--- config.mk ---
export PLATFORM = sky130hd
export DESIGN_NAME = plsd_top
export DESIGN_NICKNAME = d
export VERILOG_FILES = /design/src/verilog/plsd_pkg.sv /design/src/verilog/plsd_top.sv
export SDC_FILE = /design/constraint.sdc
export NUM_CORES = 1
export LEC_CHECK = 0
export ABC_AREA = 1
export BUFFER_PORTS_ARGS = -buffer_cell sky130_fd_sc_hd__buf_2
export CORE_AREA = 2 2 118 120
export DETAILED_ROUTE_END_ITERATION = 10
export DIE_AREA = 0 0 120 122
export PLACE_DENSITY_LB_ADDON = 0.25
export SYNTH_ARGS = -nofsm -noshare
export SYNTH_HDL_FRONTEND = slang
export SYNTH_SLANG_ARGS = --single-unit
--- constraint.sdc ---
create_clock -name aclk -period 2.3 [get_ports aclk]
set_clock_uncertainty 0.2 [all_clocks]
set_input_delay 0.23 -clock aclk [delete_from_list [all_inputs] [get_ports aclk]]
set_output_delay 0.23 -clock aclk [all_outputs]
set_load 0.01 [all_outputs]
--- src/verilog/plsd_pkg.sv ---
// Notes on behaviour
// - a parity error in a packet for the configuration space raises a flag, after which the application must reset the core.
// - a corrected receive-buffer error is a pulse, stretched from the fast internal domain so fabric logic can catch it.
// - a corrected ECC error in the retry buffer shows on its own debug output and needs no action.
// - an uncorrectable retry-buffer error shows on a separate debug output.
// - data-link-up stays high for as long as the data link control machine is in its up state.
// - leaving the link-up state drives data-link-exit low for exactly one user-clock cycle.
// - a tick pulses once every 128 ns.
// - a second tick pulses once every 1 us.
// - hot-reset exit, active low, drops for one cycle when training leaves the hot reset state.
// - L2 exit idles high and drops for one cycle when training moves from L2 idle to detect.
// - the four legacy interrupts appear on four bits, A on bit 0 through D on bit 3.
// - the negotiated lane count appears one-hot: 0001 one lane, 0100 two, 1000 four.
// - the current link training state appears on five bits, e.g. 00000 detect quiet, 01111 L0, 10100 hot reset.
package plsd_pkg;

   localparam int CLK_PERIOD_NS = 10;
   localparam int TICK_SHORT_NS = 128;
   localparam int TICK_LONG_NS = 1000;

   localparam logic [4:0] LT_DETECT_QUIET = 5'h00;
   localparam logic [4:0] LT_DETECT_ACTIVE = 5'h01;
   localparam logic [4:0] LT_L0 = 5'h0F;
   localparam logic [4:0] LT_HOT_RESET = 5'h14;
   localparam logic [4:0] LT_L2_IDLE = 5'h15;

   localparam logic [3:0] LANE_X1 = 4'h1;
   localparam logic [3:0] LANE_X2 = 4'h4;
   localparam logic [3:0] LANE_X4 = 4'h8;

   localparam logic [3:0] ADDR_STATUS = 4'h0;
   localparam logic [3:0] ADDR_EVENT = 4'h4;
   localparam logic [3:0] ADDR_MASK = 4'h8;
   localparam logic [3:0] ADDR_CONTROL = 4'hC;

   localparam int ST_DLUP_BIT = 0;
   localparam int ST_CFGERR_BIT = 1;
   localparam int ST_LTSSM_LSB = 4;
   localparam int ST_LANE_LSB = 12;
   localparam int ST_INT_LSB = 16;
   localparam int CTL_TICK_EN_BIT = 0;

   localparam int EVT_W = 7;
   localparam logic [6:0] MASK_RST = 7'h00;
   localparam logic [6:0] EVENT_RST = 7'h00;
   localparam logic CTL_TICK_EN_RST = 1'b1;

   localparam logic [1:0] RESP_OKAY = 2'h0;
   localparam logic [1:0] RESP_SLVERR = 2'h2;

   typedef struct packed {
      logic l2_exit;
      logic hot_exit;
      logic dl_exit;
      logic rpl_uncor;
      logic rpl_cor;
      logic rcv_cor;
      logic cfg_par;
   } plsd_evt_s;

   typedef struct packed {
      logic [4:0] ltssm;
      logic [3:0] lane;
      logic [3:0] intx;
      logic dl_up;
      logic rpl_uncor;
      logic rpl_cor;
      logic rcv_cor;
      logic cfg_par;
   } plsd_core_s;

endpackage

--- src/verilog/plsd_top.sv ---
// The AXI4-Lite slave port and the address map were left to the implementer.
`timescale 1ns/1ps
module plsd_top #(
   parameter int ADDR_W = 4
) (
   input wire logic aclk,
   input wire logic aresetn,
   input wire plsd_pkg::plsd_core_s core_in,
   input wire logic [ADDR_W-1:0] s_axi_awaddr,
   input wire logic s_axi_awvalid,
   output logic s_axi_awready,
   input wire logic [31:0] s_axi_wdata,
   input wire logic [3:0] s_axi_wstrb,
   input wire logic s_axi_wvalid,
   output logic s_axi_wready,
   output logic [1:0] s_axi_bresp,
   output logic s_axi_bvalid,
   input wire logic s_axi_bready,
   input wire logic [ADDR_W-1:0] s_axi_araddr,
   input wire logic s_axi_arvalid,
   output logic s_axi_arready,
   output logic [31:0] s_axi_rdata,
   output logic [1:0] s_axi_rresp,
   output logic s_axi_rvalid,
   input wire logic s_axi_rready,
   output logic cfg_par_err,
   output logic rcv_cor_err,
   output logic rpl_cor_err,
   output logic rpl_uncor_err,
   output logic dl_up,
   output logic dl_exit_n,
   output logic tick_128_nanosecond,
   output logic tick_1_microsecond,
   output logic hot_reset_exit_n,
   output logic l2_exit_n,
   output logic [3:0] int_status,
   output logic [3:0] lane_act,
   output logic [4:0] ltssm_state,
   output logic irq
);

   localparam logic [7:0] STEP_S = 8'(plsd_pkg::CLK_PERIOD_NS);
   localparam logic [7:0] PER_S = 8'(plsd_pkg::TICK_SHORT_NS);
   localparam logic [9:0] STEP_L = 10'(plsd_pkg::CLK_PERIOD_NS);
   localparam logic [9:0] PER_L = 10'(plsd_pkg::TICK_LONG_NS);

   function automatic logic reg_hit(input logic [ADDR_W-1:0] a,
                                    input logic [3:0] off);
      reg_hit = (a == ADDR_W'(off));
   endfunction

   function automatic logic [3:0] lane_clean(input logic [3:0] l);
      lane_clean = (l == plsd_pkg::LANE_X1 || l == plsd_pkg::LANE_X2 ||
                    l == plsd_pkg::LANE_X4) ? l : 4'h0;
   endfunction

   // a code counts only once two synced samples agree
   function automatic logic [4:0] settled(input logic [4:0] cur,
                                          input logic [4:0] last,
                                          input logic [4:0] held);
      settled = (cur == last) ? cur : held;
   endfunction

   // monitor state
   plsd_pkg::plsd_core_s sync1, sync2, prev;
   plsd_pkg::plsd_core_s next_sync1, next_sync2, next_prev;
   logic [7:0] acc_s, next_acc_s;
   logic [9:0] acc_l, next_acc_l;
   logic next_cfg_par_err, next_rcv_cor_err, next_rpl_cor_err;
   logic next_rpl_uncor_err, next_dl_up, next_dl_exit_n;
   logic next_tick_s, next_tick_l, next_hot_n, next_l2_n;
   logic [3:0] next_int_status, next_lane_act;
   logic [4:0] next_ltssm_state;
   plsd_pkg::plsd_evt_s evt_new;
   logic ctl_tick_en, next_ctl_tick_en;
   logic [4:0] lt_ok, next_lt_ok, lt_last, next_lt_last;
   logic [3:0] lane_ok, next_lane_ok, int_ok, next_int_ok;

   always_comb begin
      next_sync1 = core_in;
      next_sync2 = sync1;
      next_prev = sync2;
      // a torn code across the crossing could fake an exit pulse
      next_lt_ok = settled(sync2.ltssm, prev.ltssm, lt_ok);
      next_lt_last = lt_ok;
      next_lane_ok = 4'(settled(5'(sync2.lane), 5'(prev.lane), 5'(lane_ok)));
      next_int_ok = 4'(settled(5'(sync2.intx), 5'(prev.intx), 5'(int_ok)));
      evt_new = '0;
      evt_new.cfg_par = sync2.cfg_par & ~prev.cfg_par;
      evt_new.rcv_cor = sync2.rcv_cor & ~prev.rcv_cor;
      evt_new.rpl_cor = sync2.rpl_cor & ~prev.rpl_cor;
      evt_new.rpl_uncor = sync2.rpl_uncor & ~prev.rpl_uncor;
      evt_new.dl_exit = prev.dl_up & ~sync2.dl_up;
      evt_new.hot_exit = (lt_last == plsd_pkg::LT_HOT_RESET) &&
                         (lt_ok != plsd_pkg::LT_HOT_RESET);
      evt_new.l2_exit = (lt_last == plsd_pkg::LT_L2_IDLE) &&
                        (lt_ok == plsd_pkg::LT_DETECT_QUIET ||
                         lt_ok == plsd_pkg::LT_DETECT_ACTIVE);
      // sticky until the application resets the core
      next_cfg_par_err = cfg_par_err | evt_new.cfg_par;
      // input arrives already stretched; trimmed to one user-clock pulse
      next_rcv_cor_err = evt_new.rcv_cor;
      next_rpl_cor_err = sync2.rpl_cor;
      next_rpl_uncor_err = sync2.rpl_uncor;
      next_dl_up = sync2.dl_up;
      next_dl_exit_n = ~evt_new.dl_exit;
      next_hot_n = ~evt_new.hot_exit;
      next_l2_n = ~evt_new.l2_exit;
      next_int_status = int_ok;
      next_lane_act = lane_clean(lane_ok);
      next_ltssm_state = lt_ok;
      // ns accumulators keep the exact average period for whole-ns clock periods up to 24 ns
      next_tick_s = 1'b0;
      next_tick_l = 1'b0;
      next_acc_s = acc_s + STEP_S;
      next_acc_l = acc_l + STEP_L;
      if (next_acc_s >= PER_S) begin
         next_acc_s = next_acc_s - PER_S;
         next_tick_s = 1'b1;
      end
      if (next_acc_l >= PER_L) begin
         next_acc_l = next_acc_l - PER_L;
         next_tick_l = 1'b1;
      end
      if (!ctl_tick_en) begin
         next_acc_s = 8'h00;
         next_acc_l = 10'h000;
         next_tick_s = 1'b0;
         next_tick_l = 1'b0;
      end
   end

   // all outputs leave on aclk flops
   always_ff @(posedge aclk) begin
      if (!aresetn) begin
         sync1 <= '0;
         sync2 <= '0;
         prev <= '0;
         acc_s <= 8'h00;
         acc_l <= 10'h000;
         cfg_par_err <= 1'b0;
         rcv_cor_err <= 1'b0;
         rpl_cor_err <= 1'b0;
         rpl_uncor_err <= 1'b0;
         dl_up <= 1'b0;
         dl_exit_n <= 1'b1;
         tick_128_nanosecond <= 1'b0;
         tick_1_microsecond <= 1'b0;
         hot_reset_exit_n <= 1'b1;
         l2_exit_n <= 1'b1;
         int_status <= 4'h0;
         lane_act <= 4'h0;
         ltssm_state <= 5'h00;
         lt_ok <= 5'h00;
         lt_last <= 5'h00;
         lane_ok <= 4'h0;
         int_ok <= 4'h0;
      end else begin
         sync1 <= next_sync1;
         sync2 <= next_sync2;
         prev <= next_prev;
         acc_s <= next_acc_s;
         acc_l <= next_acc_l;
         cfg_par_err <= next_cfg_par_err;
         rcv_cor_err <= next_rcv_cor_err;
         rpl_cor_err <= next_rpl_cor_err;
         rpl_uncor_err <= next_rpl_uncor_err;
         dl_up <= next_dl_up;
         dl_exit_n <= next_dl_exit_n;
         tick_128_nanosecond <= next_tick_s;
         tick_1_microsecond <= next_tick_l;
         hot_reset_exit_n <= next_hot_n;
         l2_exit_n <= next_l2_n;
         int_status <= next_int_status;
         lane_act <= next_lane_act;
         ltssm_state <= next_ltssm_state;
         lt_ok <= next_lt_ok;
         lt_last <= next_lt_last;
         lane_ok <= next_lane_ok;
         int_ok <= next_int_ok;
      end
   end

   // register bus state
   logic [6:0] mask, next_mask;
   logic [6:0] event_q, next_event_q;
   logic aw_have, next_aw_have, w_have, next_w_have;
   logic [ADDR_W-1:0] aw_addr, next_aw_addr;
   logic [31:0] w_data, next_w_data;
   logic w_lane0, next_w_lane0;
   logic next_awready, next_wready, next_bvalid, next_arready, next_rvalid;
   logic [1:0] next_bresp, next_rresp;
   logic [31:0] next_rdata, status_word;
   logic next_irq;
   logic [6:0] rd_clr;

   always_comb begin
      status_word = 32'h0000_0000;
      status_word[plsd_pkg::ST_DLUP_BIT] = dl_up;
      status_word[plsd_pkg::ST_CFGERR_BIT] = cfg_par_err;
      status_word[plsd_pkg::ST_LTSSM_LSB +: 5] = ltssm_state;
      status_word[plsd_pkg::ST_LANE_LSB +: 4] = lane_act;
      status_word[plsd_pkg::ST_INT_LSB +: 4] = int_status;
   end

   always_comb begin
      next_aw_have = aw_have | (s_axi_awvalid & s_axi_awready);
      next_w_have = w_have | (s_axi_wvalid & s_axi_wready);
      next_aw_addr = (s_axi_awvalid & s_axi_awready) ? s_axi_awaddr : aw_addr;
      next_w_data = (s_axi_wvalid & s_axi_wready) ? s_axi_wdata : w_data;
      next_w_lane0 = (s_axi_wvalid & s_axi_wready) ? s_axi_wstrb[0] : w_lane0;
      next_bvalid = s_axi_bvalid & ~s_axi_bready;
      next_bresp = s_axi_bresp;
      next_mask = mask;
      next_ctl_tick_en = ctl_tick_en;
      // both halves held: commit once, then refuse new ones until b taken
      if (aw_have && w_have && !s_axi_bvalid) begin
         next_aw_have = 1'b0;
         next_w_have = 1'b0;
         next_bvalid = 1'b1;
         next_bresp = plsd_pkg::RESP_OKAY;
         if (reg_hit(aw_addr, plsd_pkg::ADDR_MASK)) begin
            if (w_lane0)
               next_mask = w_data[6:0];
         end else if (reg_hit(aw_addr, plsd_pkg::ADDR_CONTROL)) begin
            if (w_lane0)
               next_ctl_tick_en = w_data[plsd_pkg::CTL_TICK_EN_BIT];
         end else if (!reg_hit(aw_addr, plsd_pkg::ADDR_STATUS) &&
                      !reg_hit(aw_addr, plsd_pkg::ADDR_EVENT)) begin
            next_bresp = plsd_pkg::RESP_SLVERR;
         end
      end
      next_awready = ~next_aw_have & ~next_bvalid;
      next_wready = ~next_w_have & ~next_bvalid;

      rd_clr = 7'h00;
      next_rvalid = s_axi_rvalid & ~s_axi_rready;
      next_rdata = s_axi_rdata;
      next_rresp = s_axi_rresp;
      if (s_axi_arvalid && s_axi_arready) begin
         next_rvalid = 1'b1;
         next_rresp = plsd_pkg::RESP_OKAY;
         next_rdata = 32'h0000_0000;
         if (reg_hit(s_axi_araddr, plsd_pkg::ADDR_STATUS)) begin
            next_rdata = status_word;
         end else if (reg_hit(s_axi_araddr, plsd_pkg::ADDR_EVENT)) begin
            next_rdata = {25'h0000000, event_q};
            rd_clr = event_q;
         end else if (reg_hit(s_axi_araddr, plsd_pkg::ADDR_MASK)) begin
            next_rdata = {25'h0000000, mask};
         end else if (reg_hit(s_axi_araddr, plsd_pkg::ADDR_CONTROL)) begin
            next_rdata = {31'h00000000, ctl_tick_en};
         end else begin
            next_rresp = plsd_pkg::RESP_SLVERR;
         end
      end
      next_arready = ~next_rvalid;
      // a new event in the clearing cycle survives the clear
      next_event_q = (event_q & ~rd_clr) | evt_new;
      next_irq = |(next_event_q & next_mask);
   end

   always_ff @(posedge aclk) begin
      if (!aresetn) begin
         ctl_tick_en <= plsd_pkg::CTL_TICK_EN_RST;
         mask <= plsd_pkg::MASK_RST;
         event_q <= plsd_pkg::EVENT_RST;
         aw_have <= 1'b0;
         w_have <= 1'b0;
         aw_addr <= '0;
         w_data <= 32'h0000_0000;
         w_lane0 <= 1'b0;
         s_axi_awready <= 1'b0;
         s_axi_wready <= 1'b0;
         s_axi_bvalid <= 1'b0;
         s_axi_bresp <= plsd_pkg::RESP_OKAY;
         s_axi_arready <= 1'b0;
         s_axi_rvalid <= 1'b0;
         s_axi_rdata <= 32'h0000_0000;
         s_axi_rresp <= plsd_pkg::RESP_OKAY;
         irq <= 1'b0;
      end else begin
         ctl_tick_en <= next_ctl_tick_en;
         mask <= next_mask;
         event_q <= next_event_q;
         aw_have <= next_aw_have;
         w_have <= next_w_have;
         aw_addr <= next_aw_addr;
         w_data <= next_w_data;
         w_lane0 <= next_w_lane0;
         s_axi_awready <= next_awready;
         s_axi_wready <= next_wready;
         s_axi_bvalid <= next_bvalid;
         s_axi_bresp <= next_bresp;
         s_axi_arready <= next_arready;
         s_axi_rvalid <= next_rvalid;
         s_axi_rdata <= next_rdata;
         s_axi_rresp <= next_rresp;
         irq <= next_irq;
      end
   end

endmodule

==> impl_metrics.tcl <==
set metrics [dict create \
    outcome "finished clean" \
    dpl.hpwl_mm 8.01 \
    synth_area_leaders "dfxtp_1 (54%), nand2_1 (10%), inv_1 (7.6%)" \
    drcViolationCount 0 \
    fill_cells 1282 \
    io_pins 134 \
    die_x_um 120 \
    hold_viol 0 \
    worst_pin_slew_ns 0.936 \
    area_delta_synth_final_pct 24.9 \
    ant_nets 0 \
    clk_path_buf_depth 2 \
    cts_resized 0 \
    root_buffer "clkbuf_16" \
    finalSetupTns_ns 0 \
    rsz0062_at_grt "no" \
    netlist-cell-type-count 35 \
    worst_r2r_path_depth 10 \
    worstPathArrival_ns 2.17 \
    final_common_cell "dfxtp_1" \
    synthCells 743 \
    synth.largest_area_cell "dfxtp_1" \
    seq_area_frac_synth 0.536 \
    nNetsFinal 946 \
    final_cell_area_um2 7330 \
    grt_pass1_vias 4441 \
    crit_top_cell "nor2_2" \
    grtUsageTotal 0.171 \
    finalPower_uw 6010 \
    cp.required_ns 2.44 \
    holdPathStages 2 \
    leakagePower_uw 0.00375 \
    fin_crit_sh 0.882 \
    r2r_slack_ns 0.32 \
    setup_ws_ns 0.270 \
    cts_tree "built" \
    die_h_um 122 \
    slowest_stage "nor2_1" \
    dpl_cell_area_um2 6430 \
    hold_class "input pin to flop" \
    gp_congestion 0.817 \
    drt_iter0_drc 252 \
    drive_above_1_share 0.176 \
    wl_mm 11.6 \
    crit_fanout 13 \
    synth_top_area_frac 0.536 \
    port_buffers 88 \
    initial_utilization 0.434 \
    postCtsSetupRepairBufs 0 \
    holdPathEnd "ctl_tick_en" \
    yosys_warnings 0 \
    firstDrtPassIters 4 \
    rows 43 \
    core_area_um2 13500 \
    netlist_area_um2 5870 \
    crit_type "input pin to flop" \
    antenna_found_initial 0 \
    cts_buffers 17 \
    vias 4709 \
    finalCoreUtilization 0.543 \
    cts_hold_buf 36 \
    numClockSinks 157 \
    die-area_um2 14600 \
    insertedDiodeCount 0 \
    cp-end-kind "flop" \
    hold_start "aresetn" \
    place_ws_ns 0.321 \
    crit_chain "dlygate4sd3_1 > buf_2 > nor2_2 > nand2_1 > nor2_2 > nor2_1 > o211ai_1 > a21oi_1" \
    avgViaCountPerCell 4.43 \
    maxCapViolations 0 \
    clk_pin_slew_ns 0.06 \
    slew_headroom 0.374 \
    grt_pass1_wl_mm 19.6 \
    wire_per_inst_um 10.9 \
    period_minus_slack_ns 2.03 \
    setup_violations 0 \
    slew_violations 0 \
    mostFrequentLayoutCells "dfxtp_1 (157), nand2_1 (156), inv_1 (118)" \
    ys_seq_elements 157 \
    r2r_end "acc_l[5]" \
    grt_max_degree 47 \
    timing.rr.start "acc_l[1]" \
    fmax_ghz 0.493 \
    clock_latency_ns 0.43 \
    slowest_delay_ns 0.71 \
    gr-total-overflow 0 \
    power-per-cell-area_nw_per_um2 820 \
    htree_levels 4 \
    max-vdd-ir-drop_v 0.000640 \
    synth.avg_cell_area_um2 7.89 \
    startpoint_type "input pin" \
]
-- critical path, delay by kind of cell --
family | cells | cell delay (ns)
buf+inv | 2 | 0.61
compound gates | 2 | 0.36
simple gates | 4 | 0.96
-- metrics by stage --
stage                     hold slack, ns  std cells
final                             0.0121       1064
after global routing              0.0170       1064
after CTS                        0.00936       1064
after detailed placement           0.195        997
after global placement             0.193        997
after floorplan                    0.128        761
-- synth_stat cells, drive strengths merged --
library cell	instances
a211oi	1
a21oi	34
a221oi	1
a311oi	2
a31oi	1
a41oi	1
buf	22
clkbuf	16
conb	1
dfxtp	157
ha	5
inv	129
nand2	163
nand3	21
nand3b	1
nand4	15
nor2	78
nor3	20
nor3b	1
o211ai	2
o21a	8
o21ai	46
o21bai	1
or2	2
xnor2	8
xor2	7
-- sequential cells by signal (all words and copies together), names as in the netlist, 4 cells and up --
signal,flops
acc_s,7
lane_ok,4
lt_ok,5
w_data,7
event_q,7
s_axi_rdata,17
lane_act,4
lt_last,5
prev,18
int_status,4
int_ok,4
mask,7
next_sync2,18
aw_addr,4
acc_l,9
next_prev,15
-- cell families (layout without fill, tap and decap cells) --
| family | Yosys count | in the layout | synth area share |
|---|---|---|---|
| AND/OR/NAND/NOR | 301 | 301 | 0.221 |
| flip-flops | 157 | 157 | 0.536 |
| buffers and inverters | 167 | 290 | 0.118 |
| XOR/XNOR | 15 | 15 | 0.0224 |
| AO/OA/AOI/OAI | 97 | 97 | 0.0907 |
| other | 1 | 19 | 0.000639 |
| adder cells (fa/ha/maj) | 5 | 5 | 0.0107 |
-- how the worst max path moves through the flow --
stage                          from             end  slack (ns)  cells after the start
floorplan                  acc_l[1]        acc_l[3]        0.51                     11
global placement           acc_l[1]        acc_l[3]        0.37                     10
detailed placement         acc_l[1]        acc_l[5]        0.32                     10
CTS                 s_axi_araddr[0]  s_axi_rdata[0]        0.30                      8
global route        s_axi_araddr[0]  s_axi_rdata[0]        0.10                      8
finish              s_axi_araddr[0]  s_axi_rdata[0]        0.27                      8
-- cell type report --
cell class                      count  area [um^2]  area share
Sequential cell                   157         3140       0.429
Multi-Input combinational cell    437         2100       0.286
Timing Repair Buffer              130          846       0.115
Inverter                          129          484      0.0661
Clock buffer                       19          443      0.0605
Tap cell                          180          225      0.0307
Clock inverter                     12         90.1      0.0123
-- power breakdown --
part | switching, uW | internal (uW) | total [uW]
clock network | 1100 | 1410 | 2510
logic | 314 | 224 | 538
registers | 84.6 | 2870 | 2960
-- per-layer routing --
metal,GRT usage,vias up,wire (um)
met5,0,-,0
met3,0.0576,22,597
met2,0.276,103,5270
met4,0.0904,0,349
met1,0.202,2065,5430
li1,-,2519,-
No activity file was read; power rests on OpenSTA's default activity.
